<file path="src/cruise_map.svh">
// speed hold constants: timing, limits, register map
// assumes 200 MHz clock; one sensor pulse per gate is 1 km/h
`ifndef CRUISE_MAP_SVH
`define CRUISE_MAP_SVH
`define CLK_HZ 200000000
`define CYC_PER_MS (`CLK_HZ / 1000)
`define NOPULSE_MS 500
`define NOPULSE_CYC (`CYC_PER_MS * `NOPULSE_MS)
`define ALARM_MS 200
`define ALARM_CYC (`CYC_PER_MS * `ALARM_MS)
`define OD_MS 2000
`define OD_CYC (`CYC_PER_MS * `OD_MS)
`define DEBOUNCE_MS 10
`define DEBOUNCE_CYC (`CYC_PER_MS * `DEBOUNCE_MS)
`define GATE_MS 100
`define GATE_CYC (`CYC_PER_MS * `GATE_MS)
`define DIAG_UNIT_MS 250
`define DIAG_UNIT_CYC (`CYC_PER_MS * `DIAG_UNIT_MS)
`define TRIM_MS 50
`define TRIM_CYC (`CYC_PER_MS * `TRIM_MS)
`define PW_SHIFT 10
`define SPEED_LOW 8'h28
`define SPEED_HIGH 8'h91
`define SPEED_DROP 8'h14
`define SPEED_DIAG 8'h14
`define REG_STATUS 4'h0
`define REG_DIAG 4'h4
`define REG_GAIN 4'h8
`define TRIM_GAIN_RST 8'h04
`define INIT_GAIN_RST 8'h10
`define CAUSE_LOAD 0
`define CAUSE_SENSOR 1
`define CAUSE_LOW 2
`define CAUSE_DROP 3
`define CAUSE_SWITCH 4
`define CAUSE_CANCEL 5
`define DIAG_PAT_W 20
`endif

</file>
<file path="src/cruise_pkg.sv">
// types of the speed hold controller
// constants live in cruise_map.svh
package cruise_pkg;
    typedef enum logic [2:0] {
        ST_OFF = 3'b000,
        ST_IDLE = 3'b001,
        ST_HOLD = 3'b010,
        ST_DECELERATE = 3'b011,
        ST_ACCELERATE = 3'b100
    } mode_e;
endpackage

</file>
<file path="src/cruise_speed_controller.sv">
// speed hold controller with cause memory, blink codes, Avalon-MM slave
// assumes async switch and sensor pins; throttle_i
// comes from clk_i logic
//
// Added by the designer: the register addresses and register access over Avalon-MM.
`timescale 1ns/1ps
`include "cruise_map.svh"

// Operation
// - no control unless main switch on
// - set falling edge above 40 km/h stores target, holds
// - one initial pull pulse sized to speed
// - trim pulses sized by deviation and throttle
// - set held releases; its release stores target
// - resume rise at 40 km/h or more restores target
// - resume held pulls; its release stores target
// - stop lamp or inhibitor drops clutch
// - second brake contact also cancels
// - cancel at or below 40 km/h
// - target clamped to 145 km/h
// - cancel 20 km/h or more below target
// - cancel after 0.5 s without pulse
// - cancel on open load-side line
// - cancel on cancel plus command
// - set and resume together decelerate
// - any set or resume press with main on sounds alarm 0.2 s
// - pedal indication off while holding
// - timed overdrive cancel on sag, resume, pull
// - blink codes only with main on
// - display after cancel below 20 km/h
// - each cancel records its cause
// - codes shown smallest first
// - main off erases codes
module cruise_speed_controller
    import cruise_pkg::*;
#(
    parameter int unsigned NOPULSE_CYC = `NOPULSE_CYC,
    parameter int unsigned ALARM_CYC = `ALARM_CYC,
    parameter int unsigned OD_CYC = `OD_CYC,
    parameter int unsigned DEBOUNCE_CYC = `DEBOUNCE_CYC,
    parameter int unsigned GATE_CYC = `GATE_CYC,
    parameter int unsigned DIAG_UNIT_CYC = `DIAG_UNIT_CYC,
    parameter int unsigned TRIM_CYC = `TRIM_CYC
) (
    input wire logic clk_i,
    input wire logic rstn_i,
    input wire logic main_sw_i,
    input wire logic set_sw_i,
    input wire logic resume_sw_i,
    input wire logic stop_sw_i,
    input wire logic brake_nc_i,
    input wire logic load_ok_i,
    input wire logic inhibit_i,
    input wire logic pedal_i,
    input wire logic speed_pulse_i,
    input wire logic [7:0] throttle_i,
    input wire logic [3:0] address_i,
    input wire logic read_i,
    input wire logic write_i,
    input wire logic [31:0] writedata_i,
    input wire logic [3:0] byteenable_i,
    output logic [31:0] readdata_o,
    output logic waitrequest_o,
    output logic motor_pull_o,
    output logic motor_release_o,
    output logic clutch_o,
    output logic alarm_o,
    output logic od_cancel_o,
    output logic pedal_ind_o,
    output logic diag_o
);

    if (NOPULSE_CYC < 1 || ALARM_CYC < 1 || OD_CYC < 1 ||
        DEBOUNCE_CYC < 1 || GATE_CYC < 1 || DIAG_UNIT_CYC < 1 ||
        TRIM_CYC < 1) begin : g_bad_param
        $error("timing parameters must be at least one cycle");
    end

    typedef struct packed {
        logic [8:0] sync1;
        logic [8:0] sync2;
        logic [7:0] sw;
        logic [7:0] sw_prev;
        logic [7:0][31:0] db_cnt;
        logic pulse_prev;
        logic [31:0] gate_cnt;
        logic [31:0] idle_cnt;
        logic [7:0] pcount;
        logic [7:0] speed;
        logic [7:0] target;
        logic tvalid;
        mode_e mode;
        logic [31:0] pulse_cnt;
        logic dir_pull;
        logic [31:0] trim_cnt;
        logic [31:0] alarm_cnt;
        logic [31:0] od_cnt;
        logic [5:0] diag;
        logic cancelled;
        logic [2:0] code;
        logic [4:0] dbit;
        logic [31:0] unit_cnt;
        logic [7:0] trim_gain;
        logic [7:0] init_gain;
        logic waitreq;
        logic [31:0] rdata;
        logic pull;
        logic rls;
        logic clutch;
        logic alarm;
        logic od;
        logic pedal_ind;
        logic diag_out;
    } state_s;

    localparam state_s STATE_RST = '{
        mode: ST_OFF,
        waitreq: 1'b1,
        trim_gain: `TRIM_GAIN_RST,
        init_gain: `INIT_GAIN_RST,
        default: '0
    };

    state_s s_q;
    state_s s_d;

    // next set cause after cur, wrapping
    function automatic logic [2:0] next_code(input logic [2:0] cur,
                                             input logic [5:0] m);
        logic [2:0] j;
        logic found;
        next_code = cur;
        found = 1'b0;
        j = cur;
        for (int i = 0; i < 6; i++) begin
            j = (j == 3'd5) ? 3'd0 : j + 3'd1;
            if (m[j] && !found) begin
                next_code = j;
                found = 1'b1;
            end
        end
    endfunction

    // long mark for the tens digit, one short mark per unit, then a gap
    function automatic logic [`DIAG_PAT_W-1:0] code_pat(input logic [2:0] k);
        logic [`DIAG_PAT_W-1:0] p;
        p = '0;
        p[19:16] = 4'b1110;
        for (int i = 0; i < 6; i++) begin
            if (3'(i) <= k) begin
                p[15-2*i] = 1'b1;
            end
        end
        code_pat = p;
    endfunction

    logic [7:0] sw;
    logic [7:0] rise;
    logic set_fall;
    logic brake;
    logic cancel_in;
    logic held;
    logic pulse_rise;
    logic [5:0] cause;
    logic [7:0] clamped;
    logic [7:0] dev_mag;
    logic [31:0] pw;
    logic show;
    logic [4:0] pat_len;
    logic [`DIAG_PAT_W-1:0] pat;

    always_comb begin
        s_d = s_q;
        sw = s_q.sw;
        rise = s_q.sw & ~s_q.sw_prev;
        set_fall = s_q.sw_prev[1] & ~s_q.sw[1];
        cause = '0;
        clamped = '0;
        dev_mag = '0;
        pw = '0;
        show = 1'b0;
        pat_len = '0;
        pat = '0;

        s_d.sync1 = {speed_pulse_i, pedal_i, inhibit_i, load_ok_i,
                     brake_nc_i, stop_sw_i, resume_sw_i, set_sw_i,
                     main_sw_i};
        s_d.sync2 = s_q.sync1;
        s_d.sw_prev = s_q.sw;

        for (int i = 0; i < 8; i++) begin
            if (s_q.sync2[i] != s_q.sw[i]) begin
                if (s_q.db_cnt[i] >= 32'(DEBOUNCE_CYC - 1)) begin
                    s_d.sw[i] = s_q.sync2[i];
                    s_d.db_cnt[i] = '0;
                end else begin
                    s_d.db_cnt[i] = s_q.db_cnt[i] + 32'd1;
                end
            end else begin
                s_d.db_cnt[i] = '0;
            end
        end

        pulse_rise = s_q.sync2[8] & ~s_q.pulse_prev;
        s_d.pulse_prev = s_q.sync2[8];
        if (pulse_rise) begin
            s_d.idle_cnt = '0;
            if (s_q.pcount != 8'hff) begin
                s_d.pcount = s_q.pcount + 8'd1;
            end
        end else if (s_q.idle_cnt != 32'hffff_ffff) begin
            s_d.idle_cnt = s_q.idle_cnt + 32'd1;
        end
        if (s_q.gate_cnt >= 32'(GATE_CYC - 1)) begin
            s_d.gate_cnt = '0;
            s_d.speed = s_d.pcount;
            s_d.pcount = '0;
        end else begin
            s_d.gate_cnt = s_q.gate_cnt + 32'd1;
        end

        clamped = (s_q.speed >= `SPEED_HIGH) ? `SPEED_HIGH : s_q.speed;

        brake = sw[3] | ~sw[4];
        cancel_in = brake | sw[6];
        held = (s_q.mode == ST_HOLD) || (s_q.mode == ST_DECELERATE) ||
               (s_q.mode == ST_ACCELERATE);

        cause[`CAUSE_LOAD] = ~sw[5];
        cause[`CAUSE_SENSOR] = s_q.idle_cnt > 32'(NOPULSE_CYC);
        cause[`CAUSE_LOW] = s_q.speed <= `SPEED_LOW;
        cause[`CAUSE_DROP] = {1'b0, s_q.speed} + {1'b0, `SPEED_DROP} <=
                             {1'b0, s_q.target};
        cause[`CAUSE_SWITCH] = cancel_in & (sw[1] | sw[2]);
        cause[`CAUSE_CANCEL] = cancel_in;

        if (s_q.pulse_cnt != '0) begin
            s_d.pulse_cnt = s_q.pulse_cnt - 32'd1;
        end
        if (s_q.od_cnt != '0) begin
            s_d.od_cnt = s_q.od_cnt - 32'd1;
        end
        if (s_q.alarm_cnt != '0) begin
            s_d.alarm_cnt = s_q.alarm_cnt - 32'd1;
        end

        if (!sw[0]) begin
            s_d.mode = ST_OFF;
            s_d.tvalid = 1'b0;
            s_d.diag = '0;
            s_d.cancelled = 1'b0;
            s_d.pulse_cnt = '0;
            s_d.od_cnt = '0;
            s_d.alarm_cnt = '0;
        end else begin
            if (rise[1] | rise[2]) begin
                s_d.alarm_cnt = 32'(ALARM_CYC);
            end
            if (held && cause != '0) begin
                s_d.diag = s_q.diag | cause;
                s_d.cancelled = 1'b1;
                s_d.mode = ST_IDLE;
                s_d.pulse_cnt = '0;
            end else begin
                case (s_q.mode)
                    ST_OFF: begin
                        s_d.mode = ST_IDLE;
                    end
                    ST_IDLE: begin
                        if (set_fall && s_q.speed > `SPEED_LOW) begin
                            s_d.target = clamped;
                            s_d.tvalid = 1'b1;
                            s_d.mode = ST_HOLD;
                            s_d.dir_pull = 1'b1;
                            s_d.pulse_cnt = (32'(s_q.speed) *
                                32'(s_q.init_gain)) << `PW_SHIFT;
                        end else if (rise[2] && s_q.tvalid &&
                                     s_q.speed >= `SPEED_LOW &&
                                     !sw[1] && !cancel_in) begin
                            s_d.mode = ST_HOLD;
                            s_d.od_cnt = 32'(OD_CYC);
                            s_d.dir_pull = 1'b1;
                            s_d.pulse_cnt = (32'(s_q.target) *
                                32'(s_q.init_gain)) << `PW_SHIFT;
                        end
                    end
                    ST_HOLD: begin
                        if (rise[1] || (sw[1] && sw[2])) begin
                            s_d.mode = ST_DECELERATE;
                            s_d.pulse_cnt = '0;
                        end else if (rise[2]) begin
                            s_d.mode = ST_ACCELERATE;
                            s_d.pulse_cnt = '0;
                        end
                        if (s_q.speed < s_q.target) begin
                            s_d.od_cnt = 32'(OD_CYC);
                        end
                    end
                    ST_DECELERATE: begin
                        if (!sw[1] && !sw[2]) begin
                            s_d.target = clamped;
                            s_d.mode = ST_HOLD;
                        end
                    end
                    ST_ACCELERATE: begin
                        s_d.od_cnt = 32'(OD_CYC);
                        if (sw[1]) begin
                            s_d.mode = ST_DECELERATE;
                        end else if (!sw[2]) begin
                            s_d.target = clamped;
                            s_d.mode = ST_HOLD;
                        end
                    end
                    default: begin
                        s_d.mode = ST_OFF;
                    end
                endcase
            end
        end

        // trim pulses, smaller at wider throttle
        if (s_d.mode == ST_HOLD && s_q.mode == ST_HOLD) begin
            if (s_q.trim_cnt >= 32'(TRIM_CYC - 1)) begin
                s_d.trim_cnt = '0;
                if (s_q.pulse_cnt == '0 && s_q.speed != s_q.target) begin
                    s_d.dir_pull = s_q.speed < s_q.target;
                    dev_mag = s_d.dir_pull ? s_q.target - s_q.speed :
                                             s_q.speed - s_q.target;
                    pw = (32'(dev_mag) * 32'(s_q.trim_gain)) << `PW_SHIFT;
                    s_d.pulse_cnt = pw >> throttle_i[7:6];
                end
            end else begin
                s_d.trim_cnt = s_q.trim_cnt + 32'd1;
            end
        end else begin
            s_d.trim_cnt = '0;
        end

        show = sw[0] && s_q.cancelled && s_q.diag != '0 &&
               s_q.speed < `SPEED_DIAG;
        pat_len = 5'd10 + {s_q.code, 1'b0};
        if (!show) begin
            s_d.code = next_code(3'd5, s_q.diag);
            s_d.dbit = '0;
            s_d.unit_cnt = '0;
            s_d.diag_out = 1'b0;
        end else begin
            if (s_q.unit_cnt >= 32'(DIAG_UNIT_CYC - 1)) begin
                s_d.unit_cnt = '0;
                if (s_q.dbit >= pat_len - 5'd1) begin
                    s_d.dbit = '0;
                    s_d.code = next_code(s_q.code, s_q.diag);
                end else begin
                    s_d.dbit = s_q.dbit + 5'd1;
                end
            end else begin
                s_d.unit_cnt = s_q.unit_cnt + 32'd1;
            end
            pat = code_pat(s_d.code);
            s_d.diag_out = pat[5'd19 - s_d.dbit];
        end

        // bus slave: one wait cycle, then the access completes
        s_d.waitreq = 1'b1;
        if ((read_i || write_i) && s_q.waitreq) begin
            s_d.waitreq = 1'b0;
            s_d.rdata = '0;
            case (address_i)
                `REG_STATUS: begin
                    s_d.rdata = {11'h000, s_q.clutch, s_q.tvalid,
                                 s_q.mode, s_q.target, s_q.speed};
                end
                `REG_DIAG: begin
                    s_d.rdata = {23'h00_0000, show, 2'b00, s_q.diag};
                end
                `REG_GAIN: begin
                    s_d.rdata = {16'h0000, s_q.init_gain, s_q.trim_gain};
                end
                default: begin
                    s_d.rdata = '0;
                end
            endcase
        end
        if (write_i && !s_q.waitreq && address_i == `REG_GAIN) begin
            if (byteenable_i[0]) begin
                s_d.trim_gain = writedata_i[7:0];
            end
            if (byteenable_i[1]) begin
                s_d.init_gain = writedata_i[15:8];
            end
        end

        s_d.clutch = (s_d.mode == ST_HOLD) || (s_d.mode == ST_DECELERATE) ||
                     (s_d.mode == ST_ACCELERATE);
        s_d.pull = (s_d.mode == ST_ACCELERATE) ||
                   (s_d.clutch && s_d.pulse_cnt != '0 && s_d.dir_pull);
        s_d.rls = (s_d.mode == ST_DECELERATE) ||
                  (s_d.clutch && s_d.pulse_cnt != '0 && !s_d.dir_pull);
        s_d.alarm = s_d.alarm_cnt != '0;
        s_d.od = s_d.od_cnt != '0;
        s_d.pedal_ind = sw[7] & ~s_d.clutch;
    end

    always_ff @(posedge clk_i or negedge rstn_i) begin
        if (!rstn_i) begin
            s_q <= STATE_RST;
        end else begin
            s_q <= s_d;
        end
    end

    assign readdata_o = s_q.rdata;
    assign waitrequest_o = s_q.waitreq;
    assign motor_pull_o = s_q.pull;
    assign motor_release_o = s_q.rls;
    assign clutch_o = s_q.clutch;
    assign alarm_o = s_q.alarm;
    assign od_cancel_o = s_q.od;
    assign pedal_ind_o = s_q.pedal_ind;
    assign diag_o = s_q.diag_out;

endmodule // cruise_speed_controller

</file>
<file path="config.mk">
export PLATFORM = sky130hd
export DESIGN_NAME = cruise_speed_controller
export DESIGN_NICKNAME = d
export VERILOG_FILES = /design/src/cruise_pkg.sv /design/src/cruise_speed_controller.sv
export VERILOG_INCLUDE_DIRS = /design/src
export SDC_FILE = /design/constraint.sdc
export NUM_CORES = 2
export LEC_CHECK = 0
export BUFFER_PORTS_ARGS = -buffer_cell sky130_fd_sc_hd__buf_2
export CORE_AREA = 2 2 203 304
export DETAILED_ROUTE_END_ITERATION = 10
export DIE_AREA = 0 0 205 306
export HOLD_SLACK_MARGIN = 0.1
export PLACE_DENSITY = 0.81
export SLEW_MARGIN = 20
export SYNTH_ARGS = -nofsm -noshare
export SYNTH_HDL_FRONTEND = slang
export SYNTH_SLANG_ARGS = --single-unit
</file>
<file path="constraint.sdc">
create_clock -name clk_i -period 12.7 [get_ports clk_i]
set_clock_uncertainty 0.1 [all_clocks]
set_input_delay 1.27 -clock clk_i [delete_from_list [all_inputs] [get_ports clk_i]]
set_output_delay 1.27 -clock clk_i [all_outputs]
set_load 0.02 [all_outputs]
</file>
-- Yosys cells after proc, flatten, opt, wreduce, memory -nomap -nowiden
Cells that the tools add are included.
- bits in registers: 610
- add/subtract/negate cells: 29
- multipliers: 3
- $lt $le $gt $ge: 33
- equality and inequality tests: 34
- shift-type cells: 1
- mux-type cells: 144
- bitwise operators: 17
- reduce and logical (&&, ||, !) cells: 77
- operators by type and width (cell ; number):
    two-way mux 32 bit ; 30
    adder 32 x 1 -> 32 bit (second input constant) ; 12
    greater-or-equal comparator 32 x 21 -> 1 bit (second input constant) ; 8
    nonzero test 32 bit ; 6
    two-way mux 33 bit ; 4
    two-way mux 36 bit ; 3
    two-way mux 35 bit ; 3
    case mux 32 bit (3 select lines) ; 1
    subtractor 32 x 1 -> 32 bit (second input constant) ; 3
    two-way mux 8 bit ; 9
    two-way mux 71 bit ; 1
    two-way mux 3 bit ; 22
    case mux 32 bit (2 select lines) ; 1
    case mux 21 bit (3 select lines) ; 1
    two-way mux 1 bit ; 55
    multiplier 8 x 8 -> 16 bit ; 3
    two-way mux 40 bit ; 1
    greater-or-equal comparator 32 x 24 -> 1 bit (second input constant) ; 1
    greater-or-equal comparator 32 x 25 -> 1 bit (second input constant) ; 1
    greater-or-equal comparator 32 x 26 -> 1 bit (second input constant) ; 1
    greater-than comparator 32 x 27 -> 1 bit (second input constant) ; 1
    logical NOT 32 bit ; 1
    != test 32 bit (second input constant) ; 1
    right shift 26 x 2 -> 32 bit ; 1
    56 further kinds ; 168

-- Logic depth before layout (Yosys ltp)
- word-level depth: 44
- depth in mapped cells: 36

-- Worst setup path before layout
Ideal clock, no wire load.
- kind: register -> register
- start: register s_q[244] (netlist bit)
- end: register s_q, in the netlist motor_release_o
- setup time: 121 ps
- data arrival time: 8128 ps
- required time: 12479 ps
- setup slack: 4351 ps
- cell stages (with the launch flop): 36
- period minus slack after synthesis: 8349 ps
- cells stage by stage: dfrtp_1 clkbuf_1 inv_1 ha_1 inv_1 fa_1 nor2b_1 o21ai_0 a21oi_1 nor2_1 mux2i_1 o21ai_0 a221oi_1 o21ai_0 a21oi_1 o21ai_0 xor2_1 and2_1 fa_1 fa_1 fa_1 inv_1 fa_1 inv_1 ha_1 a211o_1 a221oi_1 o221ai_1 xor2_1 a21oi_1 a211oi_1 a21o_1 or4_1 nor2_1 nor2_1 o22a_1
- RTL lines (element ; line ; source):
    start, declared ; cruise_speed_controller.sv:124 ; state_s s_q;
    start signal, assigned ; cruise_speed_controller.sv:406 ; s_q <= STATE_RST;
    start signal, assigned ; cruise_speed_controller.sv:408 ; s_q <= s_d;

==> key figures <==
Outcome
  – Status: complete, no violations

Timing
  – Setup Viol. Count Final: 0
  – Tmin final: 9870 ps
  – Hold Violations, Final: 0
  – RSZ-0062 raised after global routing: no
  – Fin worst setup slack: 2830 ps
  – Final Cycle Share: 77.8%
  – Fmax: 0.101 GHz
  – Slew HR: 31.1%
  – Worst Tran Pin Value: 1030 ps
  – Slew Viols, Final: 0
  – Post-route setup TNS: 0 ps

Clocking
  – H-tree Lvls: 2
  – Total CTS buffers: 56
  – Worst-path clk slew: 70 ps
  – CTS tree: built
  – Clk buf depth: 3
  – Post-CTS Setup Bufs: 0
  – CTS root buffer: clkbuf_16
  – CTS Sinks: 598
  – Post-CTS Resized: 0
  – CTS hold repair buffers: 0
  – Latest clock arrival within the worst-skew pair: 640 ps

Power and ir drop
  – Peak VDD IR: 0.000111 V
  – Leak: 17.7 nW
  – Switching share of power: 29.5%
  – Power density cells: 121 mW/mm²
  – Combinational share of power: 18.1%
  – Net Switching: 1.39 mW
  – Power, Total: 4.71 mW
  – Power share of the sequential group: 44.8%
  – Clock share of power: 37.1%
  – Internal power: 3.32 mW

Synth
  – Mean Syn Cell Area: 9.44 µm²
  – Most frequent cell after synthesis: dfrtp_1
  – Cells after Synth: 3784
  – Top post-synthesis cells by area: dfrtp_1 42%, fa_1 6.2%, ha_1 5.7%
  – Post-Synthesis Cell Area: 0.0357 mm²
  – Post-synth ARST share: 100%
  – Synth cell types: 100
  – EDFF count, synth: 0
  – Cell taking the most area after synthesis: dfrtp_1
  – Sequential share of the synthesized area: 41.9%
  – Post-synth top flop: dfrtp_1
  – Flops & latches, synth: 598
  – Ys Warns: 0
  – Post-synth top cells: 595 x dfrtp_1, 529 x nor2_1, 319 x nand2_1, 241 x inv_1, 186 x xor2_1
  – Yosys top cell area share: 41.7%

Routing
  – DRT iter0 DRCs: 2021
  – Routed len/inst: 16.9 µm
  – Post-route ant nets: 0
  – Vias/cell: 5.84
  – DRC: 0
  – DRT Pass-1 Iters: 8
  – Final wirelength: 79700 µm
  – Vias: 27600

Floorplan
  – Die H: 306 µm
  – Initial Util: 59.6%
  – Row count: 110
  – Total die area: 0.0627 mm²
  – Core Area: 0.0600 mm²
  – Chip Width: 205 µm
  – Num ports: 101

Worst setup path
  – Worst r2r dst: motor_release_o
  – Worst R2R Setup Slack: 2830 ps
  – Crit. End Element: flop
  – Setup crit end: motor_release_o
  – Startpoint types: flop
  – Launch point of the worst path: s_q[236]
  – Crit-path max FO: 12
  – Crit path max-delay family: adder cells
  – WP data arrival: 10260 ps
  – Crit Path Category: reg -> reg
  – Req. time, crit path: 13090 ps
  – Worst stage delay on the critical path: 730 ps
  – Slowest-stage cell, CP: nor2_1
  – Cell count of the worst reg-to-reg path: 34
  – RR Startpoint: s_q[236]
  – Critical Path Stages: 34
  – WP buf/inv: 3

Placement
  – Pre-CTS setup slack: 3080 ps
  – DP HPWL: 56100 µm
  – Port Buffer Count: 65
  – Routability cong.: 0.929
  – Post-DP Area: 0.0369 mm²

Global routing
  – Vias in the first global route: 27700
  – GR Util All Layers: 25.8%
  – First-pass GRT wire length: 133000 µm
  – Largest net degree at the start of global routing: 192
  – Number of antenna violations at the first check in global routing: 4
  – Gr ovfl total: 0

Job
  – Max_cap viols: 0

Finish
  – # nets final: 4230
  – Post-Layout Inst Area: 0.0389 mm²
  – Layout Area Growth over Synthesis: 8.84%
  – Share of post-route cells with drive strength above 1: 6.52%

Worst hold path
  – Min-Delay Path Depth: 0
  – Worst Hold Class: reg -> reg
[worst register-to-register path, delay by kind of cell (launching register included)]
family / cells / cell delay (ps)
simple gates: 8 / 2130
compound gates: 14 / 2880
xor+xnor: 1 / 570
flops: 1 / 660
mux: 1 / 250
buf+inv: 3 / 180
fa+ha+maj: 7 / 2970
[state kept, by name (all words and copies together), names as in the netlist, 8 cells and up]
register / cells
sw: 8
s_d: 10
s_q: 551
readdata_o: 21
[power groups by stage]
stage / Clock, mW / Combinational [mW] / Sequential (mW)
floorplan: 0 / 0.647 / 2.08
global placement: 0 / 0.818 / 2.14
detailed placement: 0 / 0.827 / 2.14
CTS: 1.78 / 0.834 / 2.10
global route: 1.86 / 0.939 / 2.12
finish: 1.75 / 0.854 / 2.11
[routing by layer]
metal | routed length [µm] | vias to the layer above | track usage [%]
met5 | 38 | - | 0
met4 | 3240 | 6 | 10.3
met3 | 4310 | 209 | 4.84
met2 | 40300 | 725 | 45.3
met1 | 31800 | 13700 | 31.2
li1 | - | 13000 | -
[per-stage QoR]
stage,hold WS [ps],util (%),std cells
after floorplan,231,-,3903
after global placement,234,61.6,4619
after detailed placement,235,61.6,4619
after CTS,232,64.7,4724
after global routing,251,64.8,4727
final,243,64.8,4727
[cell usage in the layout, fill, tap and decap left out, types with 17 or more instances in the layout]
cell type,n
dfrtp_1,595
nor2_1,529
nand2_1,319
inv_1,241
xor2_1,186
xnor2_1,178
ha_1,164
nand3_1,144
a21oi_1,133
o21ai_0,124
conb_1,120
and2_1,115
fa_1,110
nor3_1,84
nor4_1,66
buf_2,64
and3_1,59
clkbuf_16,56
nand4_1,54
nand2b_1,39
nor2b_1,35
mux2i_1,32
mux2_2,25
or4_1,24
or3_1,22
a31oi_1,21
a21o_1,20
and4_1,18
a211oi_1,18
a22oi_1,18
buf_4,18
o211ai_1,17
[cells by family (layout without fill, tap and decap cells)]
logic type / after synthesis / after routing / share of synthesized area (%)
and+or+nand+nor: 1580 / 1580 / 21.5
xor gates and xnor gates: 365 / 365 / 8.97
muxes: 57 / 57 / 1.68
DFF: 598 / 598 / 41.9
adders and majority gates: 274 / 274 / 11.9
buffers and inverters: 396 / 435 / 4.65
AOI/OAI and AO/OA: 513 / 513 / 9.36
other: 1 / 121 / 0.0105
[final cells by class]
class / count / area, µm²
timing repair buffer: 86 / 529
fill: 4773 / 21100
antenna: 1 / 2.50
sequential: 598 / 15000
clock buffer: 79 / 1580
tap: 784 / 981
inverter: 244 / 916
multi-input combinational: 2909 / 19600
clock inverter: 26 / 338
[worst min path at each step]
stage                to  slack (ps)      from
2_1_floorplan  s_d[324]         230  s_d[605]
3_3_place_gp   s_d[324]         230  s_d[605]
3_5_place_dp   s_q[597]         230  s_d[597]
4_1_cts        s_d[324]         230  s_d[605]
5_1_grt        s_q[599]         250  s_d[599]
6_report       s_d[324]         240  s_d[605]
Note: power is estimated with default switching activity, not from simulation.
